[config.mk]
export PLATFORM = sky130hd
export DESIGN_NAME = dmaerr_top
export DESIGN_NICKNAME = d
export VERILOG_FILES = /design/src/dmaerr_pkg.sv /design/src/dmaerr_flag_if.sv /design/src/dmaerr_flag_bank.sv /design/src/dmaerr_top.sv
export SDC_FILE = /design/constraint.sdc
export NUM_CORES = 1
export LEC_CHECK = 0
export BUFFER_PORTS_ARGS = -buffer_cell sky130_fd_sc_hd__buf_2
export CORE_AREA = 2 2 225 227
export CTS_CLUSTER_SIZE = 14
export DETAILED_ROUTE_END_ITERATION = 6
export DIE_AREA = 0 0 227 229
export PLACE_DENSITY = 0.42
export SYNTH_ARGS = -nofsm -noshare
export SYNTH_HDL_FRONTEND = slang
export SYNTH_SLANG_ARGS = --single-unit
[constraint.sdc]
create_clock -name clk_in -period 7.1 [get_ports clk_in]
set_input_delay 0.71 -clock clk_in [delete_from_list [all_inputs] [get_ports clk_in]]
set_output_delay 0.71 -clock clk_in [all_outputs]
set_load 0.005 [all_outputs]
[src/dmaerr_pkg.sv]
// package: register map, field positions and reset values of the dma error block
// ---------------------------------------------------------------------------
// Overview of operation
// RL1: second qdma event before the first is serviced sets that channel's missed flag.
// RL2: qdma event hitting a null entry or null request also sets the missed flag.
// RL3: eight qdma missed flags read at bits 7..0; bits 31..8 read zero.
// RL4: writing one to low clear bit n clears dma missed flag n, channels 0..31.
// RL5: writing one to high clear bit n clears dma missed flag n+32.
// RL6: writing one to qdma clear bit n clears qdma flag n; zeros do nothing.
// RL7: queue threshold error n sets when queue count reaches its programmed threshold.
// RL8: completion-code error bit 16 sets when outstanding requests exceed 63.
// RL9: controller error flags are read-only, sticky, cleared only by the clear register.
// RL10: writing one to bit 16 of error clear clears the completion-code error.
// RL11: writing one to error clear bit n clears queue n error, watermark, exceeded.
// RL12: error interrupt asserts when any error bit becomes set in any error register.
// RL13: interrupt is regenerated only when errors go from all clear to some set.
// RL14: writing one to reevaluate bit 0 pulses interrupt if any error stays set.
// RL15: software writes zero to reserved bits of error, clear and evaluate registers.
// RL16: dma missed flag sets per trigger source on a second event or null entry.
// RL17: queue high watermark tracks the most entries seen since reset or clear.
// RL18: a hardware set beats a software clear of the same bit in one cycle.
// RL19: the error interrupt output is a single-clock pulse per event.
// ---------------------------------------------------------------------------
package dmaerr_pkg;
   // ------------------------------------------------------------------------
   // register word addresses (byte address / 4)
   // ------------------------------------------------------------------------
   localparam logic [3:0] ADDR_DMA_MISSED_FLAGS_LOW = 4'h0;
   localparam logic [3:0] ADDR_DMA_MISSED_FLAGS_HIGH = 4'h1;
   localparam logic [3:0] ADDR_DMA_MISSED_CLEAR_LOW = 4'h2;
   localparam logic [3:0] ADDR_DMA_MISSED_CLEAR_HIGH = 4'h3;
   localparam logic [3:0] ADDR_QDMA_MISSED_FLAGS = 4'h4;
   localparam logic [3:0] ADDR_QDMA_MISSED_CLEAR = 4'h5;
   localparam logic [3:0] ADDR_CONTROLLER_ERROR_FLAGS = 4'h6;
   localparam logic [3:0] ADDR_CONTROLLER_ERROR_CLEAR = 4'h7;
   localparam logic [3:0] ADDR_ERROR_REEVALUATE = 4'h8;
   localparam logic [3:0] ADDR_QUEUE_THRESHOLD_SETTING = 4'h9;
   localparam logic [3:0] ADDR_QUEUE_STATUS0 = 4'ha;
   // ------------------------------------------------------------------------
   // sizes and field positions
   // ------------------------------------------------------------------------
   localparam int NUM_DMA = 64;
   localparam int NUM_QDMA = 8;
   localparam int NUM_QUEUES = 4;
   localparam int NUM_SRC = 3;
   localparam int CNT_W = 5;
   localparam int TCC_W = 7;
   localparam logic [TCC_W-1:0] TCC_MAX = 7'h3f;
   localparam int POS_COMPLETION_CODE = 16;
   localparam int POS_REEVALUATE = 0;
   localparam int POS_QSTAT_EXCEEDED = 24;
   localparam int POS_QSTAT_PEAK = 16;
   localparam int POS_QSTAT_COUNT = 8;
   localparam int QTHR_STRIDE = 8;
   localparam logic [CNT_W-1:0] QTHR_RESET = 5'h10;
   localparam logic [31:0] RST_ZERO = 32'h0;
   localparam logic [31:0] UNMAPPED_READ = 32'h0;
endpackage

[src/dmaerr_flag_if.sv]
// interface: set and clear vectors between the top and a sticky flag bank
`timescale 1ns/1ps
`default_nettype none
interface dmaerr_flag_if #(parameter int W = 8);
   logic [W-1:0] set;
   logic [W-1:0] clr;
   logic [W-1:0] flags;
   modport ctl (output set, output clr, input flags);
   modport bank (input set, input clr, output flags);
endinterface
`default_nettype wire

[src/dmaerr_flag_bank.sv]
// module: bank of sticky error flags, set wins over clear
`timescale 1ns/1ps
`default_nettype none
module dmaerr_flag_bank #(
   parameter int W = 8
) (
   // clock and reset
   input wire logic clk_in,
   input wire logic rst_in,
   // set, clear and state
   dmaerr_flag_if.bank fl
);
   logic [W-1:0] flags_ff;
   assign fl.flags = flags_ff;

   always_ff @(posedge clk_in) begin
      if (rst_in) begin
         flags_ff <= '0;
      end else begin
         flags_ff <= (flags_ff & ~fl.clr) | fl.set; // [RL18] [RL9]
      end
   end

   property p_set_holds;
      @(posedge clk_in) disable iff (rst_in)
      (fl.set != '0) |=> ((flags_ff & $past(fl.set)) == $past(fl.set));
   endproperty
   a_set_holds: assert property (p_set_holds) else $error("set flag was lost"); // [RL18]

   property p_sticky;
      @(posedge clk_in) disable iff (rst_in)
      (fl.clr == '0) |=> ((flags_ff & $past(flags_ff)) == $past(flags_ff));
   endproperty
   a_sticky: assert property (p_sticky) else $error("flag dropped without clear"); // [RL9]
endmodule
`default_nettype wire

[src/dmaerr_top.sv]
// module: dma error capture, queue threshold checks and error interrupt pulse
//
// Decided for this implementation: the register addresses and the Avalon-MM interface to the registers.
`timescale 1ns/1ps
`default_nettype none
module dmaerr_top (
   // clock and reset
   input wire logic clk_in,
   input wire logic rst_in,
   // avalon-mm slave
   input wire logic [3:0] avs_address_in,
   input wire logic avs_read_in,
   input wire logic avs_write_in,
   input wire logic [31:0] avs_writedata_in,
   input wire logic [3:0] avs_byteenable_in,
   output logic [31:0] avs_readdata_out,
   output logic avs_waitrequest_out,
   // dma events and pending, one bit per channel, per trigger source; null entries one bit per channel for all sources
   input wire logic [dmaerr_pkg::NUM_DMA-1:0] dma_evt_in [dmaerr_pkg::NUM_SRC],
   input wire logic [dmaerr_pkg::NUM_DMA-1:0] dma_pending_in [dmaerr_pkg::NUM_SRC],
   input wire logic [dmaerr_pkg::NUM_DMA-1:0] dma_null_in,
   // qdma events
   input wire logic [dmaerr_pkg::NUM_QDMA-1:0] qdma_evt_in,
   input wire logic [dmaerr_pkg::NUM_QDMA-1:0] qdma_pending_in,
   input wire logic [dmaerr_pkg::NUM_QDMA-1:0] qdma_null_in,
   // queue occupancy and outstanding completion requests
   input wire logic [dmaerr_pkg::CNT_W-1:0] queue_count_in [dmaerr_pkg::NUM_QUEUES],
   input wire logic [dmaerr_pkg::TCC_W-1:0] tcc_outstanding_in,
   // error interrupt
   output logic err_irq_out
);
   localparam int NQ = dmaerr_pkg::NUM_QUEUES;

   // ------------------------------------------------------------------------
   // bus decode
   // ------------------------------------------------------------------------
   typedef enum logic [1:0] {
      DMAERR_IDLE = 2'b01,
      DMAERR_DONE = 2'b10
   } dmaerr_bus_t;

   dmaerr_bus_t bus_ff;
   logic req;
   logic wr_stb;
   logic [31:0] wmask;
   logic [31:0] wbits;

   assign req = avs_read_in | avs_write_in;
   // a write acts once, in the idle cycle; the answer cycle only drops waitrequest
   assign wr_stb = avs_write_in && (bus_ff == DMAERR_IDLE);
   assign wmask = {{8{avs_byteenable_in[3]}}, {8{avs_byteenable_in[2]}},
                   {8{avs_byteenable_in[1]}}, {8{avs_byteenable_in[0]}}};
   assign wbits = avs_writedata_in & wmask;

   always_ff @(posedge clk_in) begin
      if (rst_in) begin
         bus_ff <= DMAERR_IDLE;
      end else begin
         case (bus_ff)
            DMAERR_IDLE: begin
               if (req) begin
                  bus_ff <= DMAERR_DONE;
               end
            end
            DMAERR_DONE: begin
               bus_ff <= DMAERR_IDLE;
            end
            default: begin
               bus_ff <= DMAERR_IDLE;
            end
         endcase
      end
   end

   always_ff @(posedge clk_in) begin
      if (rst_in) begin
         avs_waitrequest_out <= 1'b1;
      end else begin
         avs_waitrequest_out <= !(req && (bus_ff == DMAERR_IDLE));
      end
   end

   function automatic logic wr_at(input logic [3:0] a, input logic stb,
                                  input logic [3:0] adr);
      wr_at = stb && (adr == a);
   endfunction

   // ------------------------------------------------------------------------
   // dma missed flags
   // ------------------------------------------------------------------------
   dmaerr_flag_if #(.W(dmaerr_pkg::NUM_DMA)) dma_fl ();
   dmaerr_flag_if #(.W(dmaerr_pkg::NUM_QDMA)) qdma_fl ();
   dmaerr_flag_if #(.W(NQ + 1)) cc_fl ();

   logic [dmaerr_pkg::NUM_DMA-1:0] dma_second;
   always_comb begin
      dma_second = '0;
      for (int s = 0; s < dmaerr_pkg::NUM_SRC; s++) begin
         dma_second = dma_second | (dma_evt_in[s] & dma_pending_in[s]); // [RL16]
      end
   end
   assign dma_fl.set = dma_second | dma_null_in; // [RL16]
   assign dma_fl.clr = {
      wr_at(dmaerr_pkg::ADDR_DMA_MISSED_CLEAR_HIGH, wr_stb, avs_address_in) ? wbits : 32'h0, // [RL5]
      wr_at(dmaerr_pkg::ADDR_DMA_MISSED_CLEAR_LOW, wr_stb, avs_address_in) ? wbits : 32'h0 // [RL4]
   };

   dmaerr_flag_bank #(.W(dmaerr_pkg::NUM_DMA)) u_dma_bank (
      .clk_in(clk_in),
      .rst_in(rst_in),
      .fl(dma_fl)
   );

   // ------------------------------------------------------------------------
   // qdma missed flags
   // ------------------------------------------------------------------------
   assign qdma_fl.set = (qdma_evt_in & qdma_pending_in) // [RL1]
                      | qdma_null_in; // [RL2]
   assign qdma_fl.clr = wr_at(dmaerr_pkg::ADDR_QDMA_MISSED_CLEAR, wr_stb, avs_address_in)
                      ? wbits[dmaerr_pkg::NUM_QDMA-1:0] : 8'h0; // [RL6]

   dmaerr_flag_bank #(.W(dmaerr_pkg::NUM_QDMA)) u_qdma_bank (
      .clk_in(clk_in),
      .rst_in(rst_in),
      .fl(qdma_fl)
   );

   // ------------------------------------------------------------------------
   // queue thresholds, watermarks, completion-code overflow
   // ------------------------------------------------------------------------
   logic [dmaerr_pkg::CNT_W-1:0] thr_ff [NQ];
   logic [dmaerr_pkg::CNT_W-1:0] peak_ff [NQ];
   logic [NQ-1:0] qexc_ff;
   logic [NQ-1:0] q_hit;
   logic cc_clr_wr;
   logic [NQ-1:0] q_clr;

   assign cc_clr_wr = wr_at(dmaerr_pkg::ADDR_CONTROLLER_ERROR_CLEAR, wr_stb, avs_address_in);
   assign q_clr = cc_clr_wr ? wbits[NQ-1:0] : 4'h0;

   always_comb begin
      for (int q = 0; q < NQ; q++) begin
         q_hit[q] = (queue_count_in[q] >= thr_ff[q]); // [RL7]
      end
   end

   assign cc_fl.set = {(tcc_outstanding_in > dmaerr_pkg::TCC_MAX), q_hit}; // [RL8] [RL7]
   assign cc_fl.clr = {cc_clr_wr & wbits[dmaerr_pkg::POS_COMPLETION_CODE], q_clr}; // [RL10] [RL11]

   dmaerr_flag_bank #(.W(NQ + 1)) u_cc_bank (
      .clk_in(clk_in),
      .rst_in(rst_in),
      .fl(cc_fl)
   );

   always_ff @(posedge clk_in) begin
      if (rst_in) begin
         for (int q = 0; q < NQ; q++) begin
            thr_ff[q] <= dmaerr_pkg::QTHR_RESET;
         end
      end else if (wr_at(dmaerr_pkg::ADDR_QUEUE_THRESHOLD_SETTING, wr_stb, avs_address_in)) begin
         for (int q = 0; q < NQ; q++) begin
            thr_ff[q] <= wbits[q*dmaerr_pkg::QTHR_STRIDE +: dmaerr_pkg::CNT_W];
         end
      end
   end

   always_ff @(posedge clk_in) begin
      if (rst_in) begin
         qexc_ff <= '0;
         for (int q = 0; q < NQ; q++) begin
            peak_ff[q] <= '0;
         end
      end else begin
         qexc_ff <= (qexc_ff & ~q_clr) | q_hit; // [RL11] [RL18]
         for (int q = 0; q < NQ; q++) begin
            // a clear restarts the watermark from the present count, not zero
            if (q_clr[q]) begin
               peak_ff[q] <= queue_count_in[q]; // [RL11]
            end else if (queue_count_in[q] > peak_ff[q]) begin
               peak_ff[q] <= queue_count_in[q]; // [RL17]
            end
         end
      end
   end

   // ------------------------------------------------------------------------
   // error interrupt
   // ------------------------------------------------------------------------
   logic any_err;
   logic any_err_ff;
   logic reeval_wr;

   assign any_err = (|dma_fl.flags) | (|qdma_fl.flags) | (|cc_fl.flags);
   assign reeval_wr = wr_at(dmaerr_pkg::ADDR_ERROR_REEVALUATE, wr_stb, avs_address_in)
                  && wbits[dmaerr_pkg::POS_REEVALUATE];

   always_ff @(posedge clk_in) begin
      if (rst_in) begin
         any_err_ff <= 1'b0;
         err_irq_out <= 1'b0;
      end else begin
         any_err_ff <= any_err;
         err_irq_out <= (any_err && !any_err_ff) // [RL12] [RL13] [RL19]
                      || (reeval_wr && any_err); // [RL14]
      end
   end

   // ------------------------------------------------------------------------
   // read data
   // ------------------------------------------------------------------------
   logic [31:0] rdata;
   always_comb begin
      rdata = dmaerr_pkg::UNMAPPED_READ;
      if (avs_address_in == dmaerr_pkg::ADDR_DMA_MISSED_FLAGS_LOW) begin
         rdata = dma_fl.flags[31:0];
      end else if (avs_address_in == dmaerr_pkg::ADDR_DMA_MISSED_FLAGS_HIGH) begin
         rdata = dma_fl.flags[63:32];
      end else if (avs_address_in == dmaerr_pkg::ADDR_QDMA_MISSED_FLAGS) begin
         rdata = {24'h0, qdma_fl.flags}; // [RL3]
      end else if (avs_address_in == dmaerr_pkg::ADDR_CONTROLLER_ERROR_FLAGS) begin
         rdata = {15'h0, cc_fl.flags[NQ], 12'h0, cc_fl.flags[NQ-1:0]};
      end else if (avs_address_in == dmaerr_pkg::ADDR_QUEUE_THRESHOLD_SETTING) begin
         for (int q = 0; q < NQ; q++) begin
            rdata[q*dmaerr_pkg::QTHR_STRIDE +: dmaerr_pkg::CNT_W] = thr_ff[q];
         end
      end else begin
         for (int q = 0; q < NQ; q++) begin
            if (avs_address_in == dmaerr_pkg::ADDR_QUEUE_STATUS0 + 4'(q)) begin
               rdata[dmaerr_pkg::POS_QSTAT_EXCEEDED] = qexc_ff[q];
               rdata[dmaerr_pkg::POS_QSTAT_PEAK +: dmaerr_pkg::CNT_W] = peak_ff[q];
               rdata[dmaerr_pkg::POS_QSTAT_COUNT +: dmaerr_pkg::CNT_W] = queue_count_in[q];
            end
         end
      end
   end

   always_ff @(posedge clk_in) begin
      if (rst_in) begin
         avs_readdata_out <= dmaerr_pkg::RST_ZERO;
      end else if (avs_read_in && (bus_ff == DMAERR_IDLE)) begin
         avs_readdata_out <= rdata;
      end
   end

   // ------------------------------------------------------------------------
   // checks
   // ------------------------------------------------------------------------
   property p_irq_rise;
      @(posedge clk_in) disable iff (rst_in)
      (any_err && !any_err_ff) |=> err_irq_out;
   endproperty
   a_irq_rise: assert property (p_irq_rise) else $error("no irq on first error"); // [RL12]

   property p_irq_cause;
      @(posedge clk_in) disable iff (rst_in)
      err_irq_out |-> $past(any_err);
   endproperty
   a_irq_cause: assert property (p_irq_cause) else $error("irq without error"); // [RL13]

   property p_irq_pulse;
      @(posedge clk_in) disable iff (rst_in)
      (err_irq_out && !$past(reeval_wr)) |=> !err_irq_out || $past(reeval_wr);
   endproperty
   a_irq_pulse: assert property (p_irq_pulse) else $error("irq longer than a pulse"); // [RL19]

   property p_reeval;
      @(posedge clk_in) disable iff (rst_in)
      (reeval_wr && any_err) |=> err_irq_out;
   endproperty
   a_reeval: assert property (p_reeval) else $error("reevaluate did not pulse"); // [RL14]

   property p_tcc;
      @(posedge clk_in) disable iff (rst_in)
      (tcc_outstanding_in > dmaerr_pkg::TCC_MAX) |=> cc_fl.flags[NQ];
   endproperty
   a_tcc: assert property (p_tcc) else $error("completion error not set"); // [RL8]

   property p_qthr;
      @(posedge clk_in) disable iff (rst_in)
      (queue_count_in[0] >= thr_ff[0]) |=> (cc_fl.flags[0] && qexc_ff[0]);
   endproperty
   a_qthr: assert property (p_qthr) else $error("queue 0 threshold not flagged"); // [RL7]

   property p_qdma_set;
      @(posedge clk_in) disable iff (rst_in)
      (qdma_null_in[0] || (qdma_evt_in[0] && qdma_pending_in[0])) |=> qdma_fl.flags[0];
   endproperty
   a_qdma_set: assert property (p_qdma_set) else $error("qdma 0 miss not flagged"); // [RL1]

   property p_peak;
      @(posedge clk_in) disable iff (rst_in)
      !q_clr[0] |=> (peak_ff[0] >= $past(queue_count_in[0]));
   endproperty
   a_peak: assert property (p_peak) else $error("watermark below seen count"); // [RL17]

   property p_wait;
      @(posedge clk_in) disable iff (rst_in)
      (req && bus_ff == DMAERR_IDLE) |=> !avs_waitrequest_out;
   endproperty
   a_wait: assert property (p_wait) else $error("bus answer late");

   property p_clr_low;
      @(posedge clk_in) disable iff (rst_in)
      (wr_at(dmaerr_pkg::ADDR_DMA_MISSED_CLEAR_LOW, wr_stb, avs_address_in)
         && (dma_fl.set[31:0] == 32'h0))
      |=> ((dma_fl.flags[31:0] & $past(wbits)) == 32'h0);
   endproperty
   a_clr_low: assert property (p_clr_low) else $error("low missed flag not cleared"); // [RL4]

   property p_clr_high;
      @(posedge clk_in) disable iff (rst_in)
      (wr_at(dmaerr_pkg::ADDR_DMA_MISSED_CLEAR_HIGH, wr_stb, avs_address_in)
         && (dma_fl.set[63:32] == 32'h0))
      |=> ((dma_fl.flags[63:32] & $past(wbits)) == 32'h0);
   endproperty
   a_clr_high: assert property (p_clr_high) else $error("high missed flag not cleared"); // [RL5]

   property p_qdma_clr;
      @(posedge clk_in) disable iff (rst_in)
      (wr_at(dmaerr_pkg::ADDR_QDMA_MISSED_CLEAR, wr_stb, avs_address_in)
         && (qdma_fl.set == 8'h0))
      |=> ((qdma_fl.flags & $past(wbits[dmaerr_pkg::NUM_QDMA-1:0])) == 8'h0);
   endproperty
   a_qdma_clr: assert property (p_qdma_clr) else $error("qdma flag not cleared"); // [RL6]

   property p_tcc_clr;
      @(posedge clk_in) disable iff (rst_in)
      (cc_clr_wr && wbits[dmaerr_pkg::POS_COMPLETION_CODE] && !cc_fl.set[NQ])
      |=> !cc_fl.flags[NQ];
   endproperty
   a_tcc_clr: assert property (p_tcc_clr) else $error("completion error not cleared"); // [RL10]

   property p_q_clr;
      @(posedge clk_in) disable iff (rst_in)
      (q_clr[0] && !q_hit[0])
      |=> (!cc_fl.flags[0] && !qexc_ff[0] && (peak_ff[0] == $past(queue_count_in[0])));
   endproperty
   a_q_clr: assert property (p_q_clr) else $error("queue 0 clear incomplete"); // [RL11]

   c_irq: cover property (@(posedge clk_in) disable iff (rst_in) err_irq_out);
   c_reeval: cover property (@(posedge clk_in) disable iff (rst_in) reeval_wr && any_err);
   c_q_clr: cover property (@(posedge clk_in) disable iff (rst_in) q_clr != 4'h0);
   c_tcc: cover property (@(posedge clk_in) disable iff (rst_in) cc_fl.set[NQ]);
   c_clr_set: cover property (@(posedge clk_in) disable iff (rst_in)
      (dma_fl.set & dma_fl.clr) != '0);
endmodule
`default_nettype wire
==> reports/qor.csv <==
stage,metric,value,unit
global_route,grt_pass1_wl,72500,um
timing,hold_viol_final,0,
setup_path,cp-start-kind,input port,
final_layout,final_util,0.254,
placement,dp_cells,2162,
drt,wl,51900,um
global_route,grt_pass1_vias,10600,
timing,period_share,0.487,
clocking,hold_buffers,0,
status,outcome,"complete, no violations",
timing,post-route-min-period,3.46,ns
timing,whs,0.475,ns
power,power.leakage,5.64,nW
synthesis,async_flop_share,0,
setup_path,endpoint_kind,flip-flop,
synthesis,synth_edf_count,40,
placement,gp_congestion,0.898,
setup_path,crit_required,7.24,ns
synthesis,synth_cell_type_count,55,
drt,dr.pass1.iters,7,
flow_run,maxCapViolCount,0,
final_layout,stdcell_count,2196,
power,peakVddDrop,119,uV
global_route,antenna_found_initial,17,
timing,final-max-slew-violation-count,0,
clocking,cts_buffers,17,
synthesis,syn_area,8450,um^2
synthesis,ys_seq_area_frac,0.422,
clocking,clkLatencyLatePin,0.45,ns
synthesis,synth_top_flop_cell,dfxtp_1,
final_layout,nets,2092,
setup_path,crit_type,in -> reg,
timing,slew_headroom,0.361,
synthesis,synthCells,964,
die,dieArea,52000,um^2
clocking,path_clk_slew,0.07,ns
die,die_y,229,um
final_layout,area_delta_synth_final,49.4,%
clocking,post_cts_buffers,0,
synthesis,yosysWarnings,0,
drt,avgViaCountPerCell,4.68,
clocking,clk_path_buf_depth,2,
drt,drc,0,
die,core_area,49700,um^2
final_layout,final_cell_mix,"569 x buf_2, 123 x a21oi_1, 118 x dfxtp_1, 102 x o21ai_0, 78 x a22oi_1",
clocking,cts_tree,done,
placement,dp_hpwl,43000,um
die,fp-row-count,82,
clocking,cts.repair.resized,0,
final_layout,drive_above_1_share,0.410,
synthesis,synth-seq-cells,158,
clocking,h-tree-depth,4,
final_layout,layout_commonest_cell,buf_2,
die,io_pins,577,
placement,port_buffers,570,
global_route,gr-total-overflow,0,
clocking,cts_num_sinks,158,
timing,rsz0062_at_grt,no,
global_route,grt_usage,0.195,
drt,num_vias,10300,
timing,worstMarginPinSlew,0.954,ns
setup_path,arrival,3.60,ns
timing,tns,0,ns
die,dieWidth,227,um
drt,wire_per_inst,23.6,um
die,start_util,0.170,
drt,ant_nets,0,
setup_path,cp_max_fo,15,
synthesis,syn_avg_cell_area,8.77,um^2
timing,timing.clock.skew,0.00991,ns
global_route,grt_start_max_net_pins,72,
timing,clock.fmax,0.289,GHz
drt,drtIter0Drc,613,
synthesis,syn-num-nets,1547,
power,p_per_area,214,nW/um^2
clocking,cts-root-buf,clkbuf_16,
timing,setup_viol,0,
min_path,hold_class,reg -> reg,
==> sequential cells by signal, indices dropped and copies added (netlist names), 2 cells and up <==
name and count:
u_dma_bank.fl.flags 64, avs_readdata_out 32, peak_ff 20, thr_ff 20, u_qdma_bank.fl.flags 8, u_cc_bank.fl.flags 5, qexc_ff 4, bus_ff 2
==> path summary, 6_finish.rpt <==
check,from,end,slack (ns),depth (start not counted)
worst max-delay path,avs_address_in[3],thr_ff[1][3],3.64,5
worst min-delay path,avs_readdata_out[2],avs_readdata_out[2],0.48,2
worst min register to register,avs_readdata_out[2],avs_readdata_out[2],0.48,2
worst max register to register,bus_ff[1],u_dma_bank.fl.flags[10],4.69,6
==> synth_stat cells, types with 3 or more instances <==
library cell	count	area (um^2)
a21oi_1	123	616
dfxtp_1	118	2360
o21ai_0	102	510
a22oi_1	78	586
a31oi_1	65	407
nor2_1	59	221
nand2_1	47	176
inv_1	43	161
edfxtp_1	40	1200
ha_1	40	500
clkbuf_1	38	143
and2_1	21	131
nor4_1	18	113
nor3_1	12	60.1
o211ai_1	12	90.1
a211o_1	10	87.6
a21o_1	10	75.1
a221o_1	10	100
buf_2	10	50.1
o22ai_1	10	62.6
a221oi_1	9	78.8
a222oi_1	9	90.1
nand3b_1	8	60.1
a211oi_1	7	52.6
nand4_1	6	37.5
a21oi_2	4	35.0
and4_1	4	35.0
nand2b_1	4	25.0
nand3_1	4	20.0
nand3_2	4	40.0
nor2b_1	4	25.0
o31ai_1	4	30.0
buf_1	3	11.3
or3_1	3	18.8
==> layer usage <==
metal	GRT usage	up-vias	wire length, um
met5	0	-	55
met4	0.0472	8	1070
met3	0.0432	58	3020
met2	0.336	391	25300
met1	0.246	4983	22400
li1	-	4845	-
==> per-stage QoR <==
| stage | power (W) | setup WS (ns) | area (um^2) |
|---|---|---|---|
| finish | 0.00270 | 3.64 | 12600 |
| global route | 0.00284 | 3.42 | 12600 |
| CTS | 0.00273 | 3.59 | 12600 |
| detailed placement | 0.00174 | 3.11 | 12000 |
| global placement | 0.00173 | 3.14 | 12000 |
| floorplan | 0.00139 | 4.36 | 8450 |
==> layout make-up <==
type,count,area (um^2)
inverters,44,165
well taps,672,841
flip-flops and latches,158,3560
diodes,2,5.00
clock inverters,9,133
repair buffers,580,2930
fillers,5534,37000
multi-input cells,708,4520
clock buffers,23,468
==> report_power, final <==
part	leakage (nW)	internal, W	total [W]	switching, W
registers	1.40	0.00103	0.00112	0.0000860
logic	3.95	0.000269	0.000595	0.000327
clock network	0.296	0.000574	0.000984	0.000410
==> cell families (layout without fill, tap and decap cells) <==
logic type	count (synthesis)	in the layout	share of synthesized area
AOI/OAI and AO/OA	461	461	0.341
adders and majority gates	40	40	0.0592
buffers and inverters	98	656	0.0468
DFF	158	158	0.422
muxes	2	2	0.00237
other	0	2	0
and+or+nand+nor	205	205	0.129
==> critical path: stages <==
cell	delay (ns)
buf_2	0.31
nor2b_1	0.77
nand2_1	0.65
o21bai_2	0.80
buf_4	0.36
No activity file was read; power rests on OpenSTA's default activity.
